### config.mk
export PLATFORM = sky130hd
export DESIGN_NAME = sos_regs
export DESIGN_NICKNAME = d
export VERILOG_FILES = /design/src/sos_pkg.sv /design/src/sos_regs.sv /design/src/sos_out_ctrl.sv
export SDC_FILE = /design/constraint.sdc
export NUM_CORES = 1
export LEC_CHECK = 0
export BUFFER_PORTS_ARGS = -buffer_cell sky130_fd_sc_hd__buf_2
export CAP_MARGIN = 20
export CORE_MARGIN = 2
export CORE_UTILIZATION = 53
export CTS_CLUSTER_DIAMETER = 150
export DETAILED_ROUTE_END_ITERATION = 12
export PLACE_DENSITY = 0.76
export SLEW_MARGIN = 30
export SYNTH_ARGS = -nofsm -noshare
export SYNTH_HDL_FRONTEND = slang
export SYNTH_SLANG_ARGS = --single-unit
export TNS_END_PERCENT = 20
### constraint.sdc
create_clock -name CLK_SYS -period 2.9 [get_ports CLK_SYS]
set_input_delay 0.58 -clock CLK_SYS [delete_from_list [all_inputs] [get_ports CLK_SYS]]
set_output_delay 0.58 -clock CLK_SYS [all_outputs]
set_load 0.01 [all_outputs]
### src/sos_pkg.sv
/*
 * sos_pkg: register map, field layout, reset values and delay figures of the
 * reference-capable output state register bank.
 * assumes: byte-wide registers addressed by an 8-bit register address.
 */
package sos_pkg;

	// ---------------------------------------------------------------
	// geometry
	// ---------------------------------------------------------------
	localparam int SOS_NUM_OUT = 7;
	localparam int SOS_AW = 8;
	localparam int SOS_DW = 8;
	localparam int SOS_PS_W = 11;
	localparam int SOS_IDX_W = 3;

	// ---------------------------------------------------------------
	// register offsets, index 0..6 = a0, a1, a2, b0, b1, c, d
	// ---------------------------------------------------------------
	localparam logic [SOS_NUM_OUT-1:0][SOS_AW-1:0] SOS_DLY_ADDR = {
		8'h58, 8'h49, 8'h39, 8'h38, 8'h2a, 8'h29, 8'h28};
	localparam logic [SOS_NUM_OUT-1:0][SOS_AW-1:0] SOS_DRV_ADDR = {
		8'h5c, 8'h4d, 8'h3d, 8'h3c, 8'h2e, 8'h2d, 8'h2c};
	localparam logic [SOS_AW-1:0] SOS_EN_ADDR = 8'h76;

	// enable bit position of each output inside the shared enable register
	localparam logic [SOS_NUM_OUT-1:0][2:0] SOS_EN_BIT = {
		3'h0, 3'h1, 3'h3, 3'h4, 3'h5, 3'h6, 3'h7};

	// ---------------------------------------------------------------
	// delay/select register fields
	// ---------------------------------------------------------------
	localparam int SOS_FINE_HI_MSB = 6;
	localparam int SOS_FINE_HI_LSB = 5;
	localparam int SOS_SRC_BIT = 4;
	localparam int SOS_COARSE_MSB = 3;
	localparam int SOS_COARSE_LSB = 1;
	localparam int SOS_FINE_LO_BIT = 0;
	localparam logic [SOS_DW-1:0] SOS_DLY_MASK = 8'h7f;
	localparam logic [SOS_DW-1:0] SOS_DLY_RESET = 8'h10;

	// ---------------------------------------------------------------
	// driver register fields
	// ---------------------------------------------------------------
	localparam int SOS_PD_BIT = 7;
	localparam int SOS_BIAS_BIT = 5;
	localparam int SOS_STYLE_BIT = 4;
	localparam int SOS_AMP_MSB = 3;
	localparam int SOS_AMP_LSB = 2;
	localparam logic [SOS_DW-1:0] SOS_DRV_MASK = 8'hbc;
	localparam logic [SOS_DW-1:0] SOS_DRV_RESET = 8'h00;

	// ---------------------------------------------------------------
	// shared enable register
	// ---------------------------------------------------------------
	localparam logic [SOS_DW-1:0] SOS_EN_MASK = 8'hfb;
	localparam logic [SOS_DW-1:0] SOS_EN_RESET = 8'h00;

	// ---------------------------------------------------------------
	// delay figures in ps
	// ---------------------------------------------------------------
	localparam logic [SOS_PS_W-1:0] SOS_COARSE_STEP_PS = 11'h0a9;
	localparam logic [7:0][SOS_PS_W-1:0] SOS_FINE_PS = {
		11'h0a0, 11'h087, 11'h06e, 11'h055, 11'h04b, 11'h032, 11'h019, 11'h000};

	// index of a matching offset in a table, with a hit flag in the top bit
	function automatic logic [SOS_IDX_W:0] sos_find(
		input logic [SOS_AW-1:0] addr,
		input logic [SOS_NUM_OUT-1:0][SOS_AW-1:0] tbl);
		logic [SOS_IDX_W:0] res;
		res = '0;
		for (int i = 0; i < SOS_NUM_OUT; i++) begin
			if (tbl[i] == addr) begin
				res = {1'b1, SOS_IDX_W'(i)};
			end
		end
		return res;
	endfunction

endpackage

### src/sos_regs.sv
/*
 * sos_regs: register bank for the seven reference-capable outputs, with
 * per-output delay/select and driver registers and one shared enable register.
 * assumes: a serial configuration port outside turns its frames into
 * one-cycle write and read strobes synchronous to CLK_SYS; the global
 * bias-kind bit is held elsewhere and arrives as a level.
 */
// Functional notes
// - source select bit: 0 channel clock, 1 central sysref; resets to 1
// - coarse sysref delay is field value times 169 ps, resets to 0
// - fine delay adds 0..160 ps by table; code split over bits 6,5,0
// - bias applies only while the global bias-kind bit is 1
// - power-down powers output off and ignores format, enable, amplitude
// - format bit 0 selects lvds, 1 selects lvpecl
// - enable 0 holds output static low; 1 passes selected signal
// - per output delay/select and driver registers, one shared enable register
`timescale 1ns/1ps
module sos_regs
	import sos_pkg::*;
(
	// clock and reset
	input wire logic CLK_SYS,
	input wire logic RST,
	// register port
	input wire logic REG_WR_EN,
	input wire logic REG_RD_EN,
	input wire logic [SOS_AW-1:0] REG_ADDR,
	input wire logic [SOS_DW-1:0] REG_WDATA,
	output logic [SOS_DW-1:0] REG_RDATA,
	output logic REG_RVALID,
	// global setting from outside this bank
	input wire logic GLOBAL_BIAS_KIND,
	// per-output controls, bit or slice i = output a0, a1, a2, b0, b1, c, d
	output logic [SOS_NUM_OUT-1:0] OUT_SRC_SYSREF,
	output logic [SOS_NUM_OUT-1:0][SOS_PS_W-1:0] OUT_SYSREF_DELAY_PS,
	output logic [SOS_NUM_OUT-1:0] OUT_POWERED,
	output logic [SOS_NUM_OUT-1:0] OUT_LVPECL,
	output logic [SOS_NUM_OUT-1:0][1:0] OUT_AMPLITUDE,
	output logic [SOS_NUM_OUT-1:0] OUT_PASS,
	output logic [SOS_NUM_OUT-1:0] OUT_BIAS_ON
);

	// ---------------------------------------------------------------
	// storage
	// ---------------------------------------------------------------
	logic [SOS_NUM_OUT-1:0][SOS_DW-1:0] dly_reg;
	logic [SOS_NUM_OUT-1:0][SOS_DW-1:0] drv_reg;
	logic [SOS_DW-1:0] en_reg;

	// ---------------------------------------------------------------
	// address decode
	// ---------------------------------------------------------------
	logic [SOS_IDX_W:0] dly_hit;
	logic [SOS_IDX_W:0] drv_hit;
	logic en_hit;

	assign dly_hit = sos_find(REG_ADDR, SOS_DLY_ADDR);
	assign drv_hit = sos_find(REG_ADDR, SOS_DRV_ADDR);
	assign en_hit = (REG_ADDR == SOS_EN_ADDR);

	// ---------------------------------------------------------------
	// writes
	// ---------------------------------------------------------------
	// reserved bits are masked on the way in, so they can never steer anything
	always_ff @(posedge CLK_SYS) begin
		if (RST) begin
			for (int i = 0; i < SOS_NUM_OUT; i++) begin
				dly_reg[i] <= SOS_DLY_RESET;
			end
		end else if (REG_WR_EN && dly_hit[SOS_IDX_W]) begin
			dly_reg[dly_hit[SOS_IDX_W-1:0]] <= REG_WDATA & SOS_DLY_MASK;
		end
	end

	always_ff @(posedge CLK_SYS) begin
		if (RST) begin
			for (int i = 0; i < SOS_NUM_OUT; i++) begin
				drv_reg[i] <= SOS_DRV_RESET;
			end
		end else if (REG_WR_EN && drv_hit[SOS_IDX_W]) begin
			drv_reg[drv_hit[SOS_IDX_W-1:0]] <= REG_WDATA & SOS_DRV_MASK;
		end
	end

	always_ff @(posedge CLK_SYS) begin
		if (RST) begin
			en_reg <= SOS_EN_RESET;
		end else if (REG_WR_EN && en_hit) begin
			en_reg <= REG_WDATA & SOS_EN_MASK;
		end
	end

	// ---------------------------------------------------------------
	// reads
	// ---------------------------------------------------------------
	// unmapped addresses answer zero rather than holding the last value
	always_ff @(posedge CLK_SYS) begin
		if (RST) begin
			REG_RDATA <= '0;
			REG_RVALID <= 1'b0;
		end else begin
			REG_RVALID <= REG_RD_EN;
			if (REG_RD_EN) begin
				if (dly_hit[SOS_IDX_W]) begin
					REG_RDATA <= dly_reg[dly_hit[SOS_IDX_W-1:0]];
				end else if (drv_hit[SOS_IDX_W]) begin
					REG_RDATA <= drv_reg[drv_hit[SOS_IDX_W-1:0]];
				end else if (en_hit) begin
					REG_RDATA <= en_reg;
				end else begin
					REG_RDATA <= '0;
				end
			end
		end
	end

	// ---------------------------------------------------------------
	// per-output control
	// ---------------------------------------------------------------
	// one instance per output, spelled out so each pin group maps to a named channel
	localparam int IDX_A0 = 0;
	localparam int IDX_A1 = 1;
	localparam int IDX_A2 = 2;
	localparam int IDX_B0 = 3;
	localparam int IDX_B1 = 4;
	localparam int IDX_C = 5;
	localparam int IDX_D = 6;

	sos_out_ctrl u_ctrl_a0 (
		.clk(CLK_SYS),
		.rst(RST),
		.dly_byte(dly_reg[IDX_A0]),
		.drv_byte(drv_reg[IDX_A0]),
		.en_bit(en_reg[SOS_EN_BIT[IDX_A0]]),
		.global_bias_kind(GLOBAL_BIAS_KIND),
		.src_sysref(OUT_SRC_SYSREF[IDX_A0]),
		.delay_ps(OUT_SYSREF_DELAY_PS[IDX_A0]),
		.powered(OUT_POWERED[IDX_A0]),
		.lvpecl(OUT_LVPECL[IDX_A0]),
		.ampl(OUT_AMPLITUDE[IDX_A0]),
		.pass(OUT_PASS[IDX_A0]),
		.bias_on(OUT_BIAS_ON[IDX_A0])
	);

	sos_out_ctrl u_ctrl_a1 (
		.clk(CLK_SYS),
		.rst(RST),
		.dly_byte(dly_reg[IDX_A1]),
		.drv_byte(drv_reg[IDX_A1]),
		.en_bit(en_reg[SOS_EN_BIT[IDX_A1]]),
		.global_bias_kind(GLOBAL_BIAS_KIND),
		.src_sysref(OUT_SRC_SYSREF[IDX_A1]),
		.delay_ps(OUT_SYSREF_DELAY_PS[IDX_A1]),
		.powered(OUT_POWERED[IDX_A1]),
		.lvpecl(OUT_LVPECL[IDX_A1]),
		.ampl(OUT_AMPLITUDE[IDX_A1]),
		.pass(OUT_PASS[IDX_A1]),
		.bias_on(OUT_BIAS_ON[IDX_A1])
	);

	sos_out_ctrl u_ctrl_a2 (
		.clk(CLK_SYS),
		.rst(RST),
		.dly_byte(dly_reg[IDX_A2]),
		.drv_byte(drv_reg[IDX_A2]),
		.en_bit(en_reg[SOS_EN_BIT[IDX_A2]]),
		.global_bias_kind(GLOBAL_BIAS_KIND),
		.src_sysref(OUT_SRC_SYSREF[IDX_A2]),
		.delay_ps(OUT_SYSREF_DELAY_PS[IDX_A2]),
		.powered(OUT_POWERED[IDX_A2]),
		.lvpecl(OUT_LVPECL[IDX_A2]),
		.ampl(OUT_AMPLITUDE[IDX_A2]),
		.pass(OUT_PASS[IDX_A2]),
		.bias_on(OUT_BIAS_ON[IDX_A2])
	);

	sos_out_ctrl u_ctrl_b0 (
		.clk(CLK_SYS),
		.rst(RST),
		.dly_byte(dly_reg[IDX_B0]),
		.drv_byte(drv_reg[IDX_B0]),
		.en_bit(en_reg[SOS_EN_BIT[IDX_B0]]),
		.global_bias_kind(GLOBAL_BIAS_KIND),
		.src_sysref(OUT_SRC_SYSREF[IDX_B0]),
		.delay_ps(OUT_SYSREF_DELAY_PS[IDX_B0]),
		.powered(OUT_POWERED[IDX_B0]),
		.lvpecl(OUT_LVPECL[IDX_B0]),
		.ampl(OUT_AMPLITUDE[IDX_B0]),
		.pass(OUT_PASS[IDX_B0]),
		.bias_on(OUT_BIAS_ON[IDX_B0])
	);

	sos_out_ctrl u_ctrl_b1 (
		.clk(CLK_SYS),
		.rst(RST),
		.dly_byte(dly_reg[IDX_B1]),
		.drv_byte(drv_reg[IDX_B1]),
		.en_bit(en_reg[SOS_EN_BIT[IDX_B1]]),
		.global_bias_kind(GLOBAL_BIAS_KIND),
		.src_sysref(OUT_SRC_SYSREF[IDX_B1]),
		.delay_ps(OUT_SYSREF_DELAY_PS[IDX_B1]),
		.powered(OUT_POWERED[IDX_B1]),
		.lvpecl(OUT_LVPECL[IDX_B1]),
		.ampl(OUT_AMPLITUDE[IDX_B1]),
		.pass(OUT_PASS[IDX_B1]),
		.bias_on(OUT_BIAS_ON[IDX_B1])
	);

	sos_out_ctrl u_ctrl_c (
		.clk(CLK_SYS),
		.rst(RST),
		.dly_byte(dly_reg[IDX_C]),
		.drv_byte(drv_reg[IDX_C]),
		.en_bit(en_reg[SOS_EN_BIT[IDX_C]]),
		.global_bias_kind(GLOBAL_BIAS_KIND),
		.src_sysref(OUT_SRC_SYSREF[IDX_C]),
		.delay_ps(OUT_SYSREF_DELAY_PS[IDX_C]),
		.powered(OUT_POWERED[IDX_C]),
		.lvpecl(OUT_LVPECL[IDX_C]),
		.ampl(OUT_AMPLITUDE[IDX_C]),
		.pass(OUT_PASS[IDX_C]),
		.bias_on(OUT_BIAS_ON[IDX_C])
	);

	sos_out_ctrl u_ctrl_d (
		.clk(CLK_SYS),
		.rst(RST),
		.dly_byte(dly_reg[IDX_D]),
		.drv_byte(drv_reg[IDX_D]),
		.en_bit(en_reg[SOS_EN_BIT[IDX_D]]),
		.global_bias_kind(GLOBAL_BIAS_KIND),
		.src_sysref(OUT_SRC_SYSREF[IDX_D]),
		.delay_ps(OUT_SYSREF_DELAY_PS[IDX_D]),
		.powered(OUT_POWERED[IDX_D]),
		.lvpecl(OUT_LVPECL[IDX_D]),
		.ampl(OUT_AMPLITUDE[IDX_D]),
		.pass(OUT_PASS[IDX_D]),
		.bias_on(OUT_BIAS_ON[IDX_D])
	);

endmodule // sos_regs

### src/sos_out_ctrl.sv
/*
 * sos_out_ctrl: turns the stored settings of one output into registered
 * control levels for the output driver and the sysref delay line.
 * assumes: settings bytes already have reserved bits cleared.
 */
`timescale 1ns/1ps
module sos_out_ctrl
	import sos_pkg::*;
(
	// clock and reset
	input wire logic clk,
	input wire logic rst,
	// stored settings
	input wire logic [SOS_DW-1:0] dly_byte,
	input wire logic [SOS_DW-1:0] drv_byte,
	input wire logic en_bit,
	input wire logic global_bias_kind,
	// control levels
	output logic src_sysref,
	output logic [SOS_PS_W-1:0] delay_ps,
	output logic powered,
	output logic lvpecl,
	output logic [1:0] ampl,
	output logic pass,
	output logic bias_on
);

	// ---------------------------------------------------------------
	// field extraction
	// ---------------------------------------------------------------
	logic [2:0] coarse;
	logic [2:0] fine_code;
	logic pd;
	logic [SOS_PS_W-1:0] coarse_ps;

	assign coarse = dly_byte[SOS_COARSE_MSB:SOS_COARSE_LSB];
	// fine code is split: lower two bits high in the byte, bit two at the bottom
	assign fine_code = {dly_byte[SOS_FINE_LO_BIT], dly_byte[SOS_FINE_HI_MSB:SOS_FINE_HI_LSB]};
	assign pd = drv_byte[SOS_PD_BIT];
	assign coarse_ps = SOS_PS_W'(coarse * SOS_COARSE_STEP_PS);

	// ---------------------------------------------------------------
	// delay path
	// ---------------------------------------------------------------
	always_ff @(posedge clk) begin
		if (rst) begin
			src_sysref <= 1'b1;
			delay_ps <= '0;
		end else begin
			src_sysref <= dly_byte[SOS_SRC_BIT];
			delay_ps <= SOS_PS_W'(coarse_ps + SOS_FINE_PS[fine_code]);
		end
	end

	// ---------------------------------------------------------------
	// driver path
	// ---------------------------------------------------------------
	// power-down masks format, enable and amplitude so the pad sees no stale setting
	always_ff @(posedge clk) begin
		if (rst) begin
			powered <= 1'b1;
			lvpecl <= 1'b0;
			ampl <= 2'h0;
			pass <= 1'b0;
		end else begin
			powered <= !pd;
			lvpecl <= !pd && drv_byte[SOS_STYLE_BIT];
			ampl <= pd ? 2'h0 : drv_byte[SOS_AMP_MSB:SOS_AMP_LSB];
			pass <= !pd && en_bit;
		end
	end

	// bias is not checked against coupling or format; software owns that
	always_ff @(posedge clk) begin
		if (rst) begin
			bias_on <= 1'b0;
		end else begin
			bias_on <= drv_byte[SOS_BIAS_BIT] && global_bias_kind;
		end
	end

endmodule // sos_out_ctrl

==> reports/results.txt <==
Synthesized flop and latch total: 282
Worst Setup End Kind: flop
Number of synthesized flops with an enable pin: 0
Syn Std Cell Area: 13800 µm²
Vias per cell: 5.38
Static Leak: 7.96 nW
Initial DRC count: 591
Crit-path slowest cell: fa_1
Critical path type: reg -> reg
Final setup viols: 0
Worst-path clk slew: 0.06 ns
Fin. Hold Viols: 0
Ports: 156
Sequential fraction of the synthesis area: 0.409
Endpoint of the worst hold path: drv_reg[47]
Status: completed
Slew @ Worst Pin: 0.645 ns
R2R cell count: 10
Layout cells sized above 1: 0.216
Biggest area consumer among synthesized cells: dfxtp_1
Setup bufs post-CTS: 0
Largest net degree at the start of global routing: 76
Synth cell types: 68
Chip width: 165 µm
HP Class: in -> reg
Layout area overhead: 17.5%
Wire per inst: 16.4 µm
Final global-route overflow total: 0
Ranking of synthesized cells by area: dfxtp_1 41%, ha_1 15%, mux2i_1 6.4%
Slowest Stage Delay on Critical Path: 0.42 ns
Via count of the first global-routing pass: 10449
Max-Cap Viols: 0
Vert. Die Dim: 165 µm
Worst path required time: 3.35 ns
CTS root buf: clkbuf_16
Mean area per synthesized cell: 9.79 µm²
Slew Limit Fails: 0
WP data arrival: 3.16 ns
Initial antenna violation count: 3
Most used cell, CP: ha_1
Starting density of the core: 0.534
P per Cell Area: 499 nW/µm²
Critical Path Source Type: flop
Top cells by count, synth: 282 x dfxtp_1, 202 x nor2_1, 161 x ha_1
Die area: 27400 µm²
Worst clock skew: 0.0131 ns
Final HPWL DP: 23600 µm
Worst r2r dst: u_ctrl_d.delay_ps[9]
NumNets Final: 1791
Latest clock arrival within the worst-skew pair: 0.56 ns
Synth async-reset ratio: 0
Worst R2R Setup Slack: 0.19 ns
Max Root-Sink Buffers: 3
Ys flop type: dfxtp_1
RSZ-0062 raised after global routing: false
Register area: 5650 µm²
Setup tns final: 0 ns
Antenna Violating Nets Remaining: 0
Routed via count: 10522
CP cell instances: ha_1, ha_1, fa_1, a21o_1, a21oi_1, o21bai_1, a2111oi_2, nor3_1, xor2_1, nor2b_1
First-pass DRT Iterations: 5
Peak supply drop: 0.473 mV
Fill cell count: 2108
Syn nets: 1606
First-pass GRT wire length: 51700 µm
Overall power: 8.10 mW
Clk sinks: 282
Crit Path Max Fanout: 5
CTS tree: yes
Hold Startpoint: REG_WDATA[7]
Final cycle utilization of the critical path: 0.936
Min cycle time layout: 2.71 ns
H-tree depth: 1
N_diodes: 0
Slew margin rel.: 0.559
I/O Buffers: 155
Synth warn: 0
R2R Path Start: dly_reg[49]
Fmax: 0.369 GHz
Residual DRC: 0
Multi-input gate area: 7470 µm²
Final wirelength: 32100 µm
RD Place Congestion: 0.968
Synth Instances: 1410
Placement Rows: 59
Hold path cells: 3
GR Util All Layers: 0.235
TritonCTS Buffers: 30
Count leader, synth: dfxtp_1
Layout Utilization: 0.628
Post-synth top area share: 0.409
CORE AREA: 25800 µm²
logic make-up (layout without fill, tap and decap cells):
kind of cell	Yosys count	after routing	synth area share
adder cells (fa/ha/maj)	175	175	0.166
XOR/XNOR	52	52	0.0343
flip-flops	282	282	0.409
AO/OA/AOI/OAI	175	175	0.0875
buffers and inverters	146	355	0.0508
multiplexers	114	114	0.0850
AND/OR/NAND/NOR	466	466	0.167
power breakdown:
group | total [mW] | switching (mW) | internal [mW]
clock network | 3.96 | 1.63 | 2.33
registers | 3.89 | 0.00491 | 3.88
logic | 0.257 | 0.177 | 0.0796
stage by stage:
step / std cells / area (µm²) / hold slack (ns) / worst slack [ns]
3_3_place_gp: 1898 / 15200 / 0.423 / -0.00410
5_1_grt: 1954 / 16200 / 0.375 / 0.00306
3_5_place_dp: 1898 / 15200 / 0.445 / -0.0218
6_report: 1954 / 16200 / 0.380 / 0.187
2_1_floorplan: 1410 / 13800 / 0.395 / -0.0529
4_1_cts: 1954 / 16200 / 0.362 / 0.0854
layout make-up:
class                      count  area share
clock buffer                  39      0.0521
multi-input combinational    982       0.460
inverter                      57      0.0132
tap                          335      0.0258
clock inverter                17      0.0118
timing repair buffer         242      0.0885
sequential                   282       0.348
worst max path at each step:
| stage | from | endpoint | slack [ns] | depth (start not counted) |
|---|---|---|---|---|
| 4_1_cts | dly_reg[49] | u_ctrl_d.delay_ps[9] | 0.09 | 10 |
| 3_3_place_gp | REG_ADDR[0] | flop | -0.004 | 11 |
| 6_report | dly_reg[49] | u_ctrl_d.delay_ps[9] | 0.19 | 10 |
| 3_5_place_dp | REG_ADDR[5] | flop | -0.02 | 11 |
| 5_1_grt | dly_reg[49] | u_ctrl_d.delay_ps[9] | 0.003 | 10 |
| 2_1_floorplan | REG_ADDR[6] | flop | -0.05 | 10 |
per-layer routing:
layer  up-vias  track usage  part of all wire
met5         -            0           0.00084
met4         4       0.0772             0.028
met3        72       0.0437             0.067
met2       317        0.409              0.47
met1      4964        0.293              0.43
li1       5165            -                 -
placed cells by master, fill, tap and decap left out, types with 30 or more instances in the layout:
cell / Yosys / final
dfxtp_1: 282 / 282
inv_1: 57 / 57
nor3_1: 44 / 44
buf_2: 8 / 154
a21oi_1: 49 / 49
and2_1: 39 / 39
nand2_1: 48 / 48
nor2_1: 202 / 201
clkbuf_16: 0 / 30
nor2b_1: 49 / 49
ha_1: 161 / 161
buf_4: 36 / 87
mux2i_1: 88 / 88
xor2_1: 35 / 35
critical path: cells and delay by family (launching register included):
family          cells  cell delay [ns]
fa+ha+maj           3             0.86
xor+xnor            1             0.15
simple gates        2             0.26
flops               1             0.40
compound gates      4             0.92
what timing repair did:
item	4_1_cts	5_1_grt
gates resized for setup	0	2
hold buffers	0	0
setup endpoints to repair	0	1
Note: power is estimated with default switching activity, not from simulation.
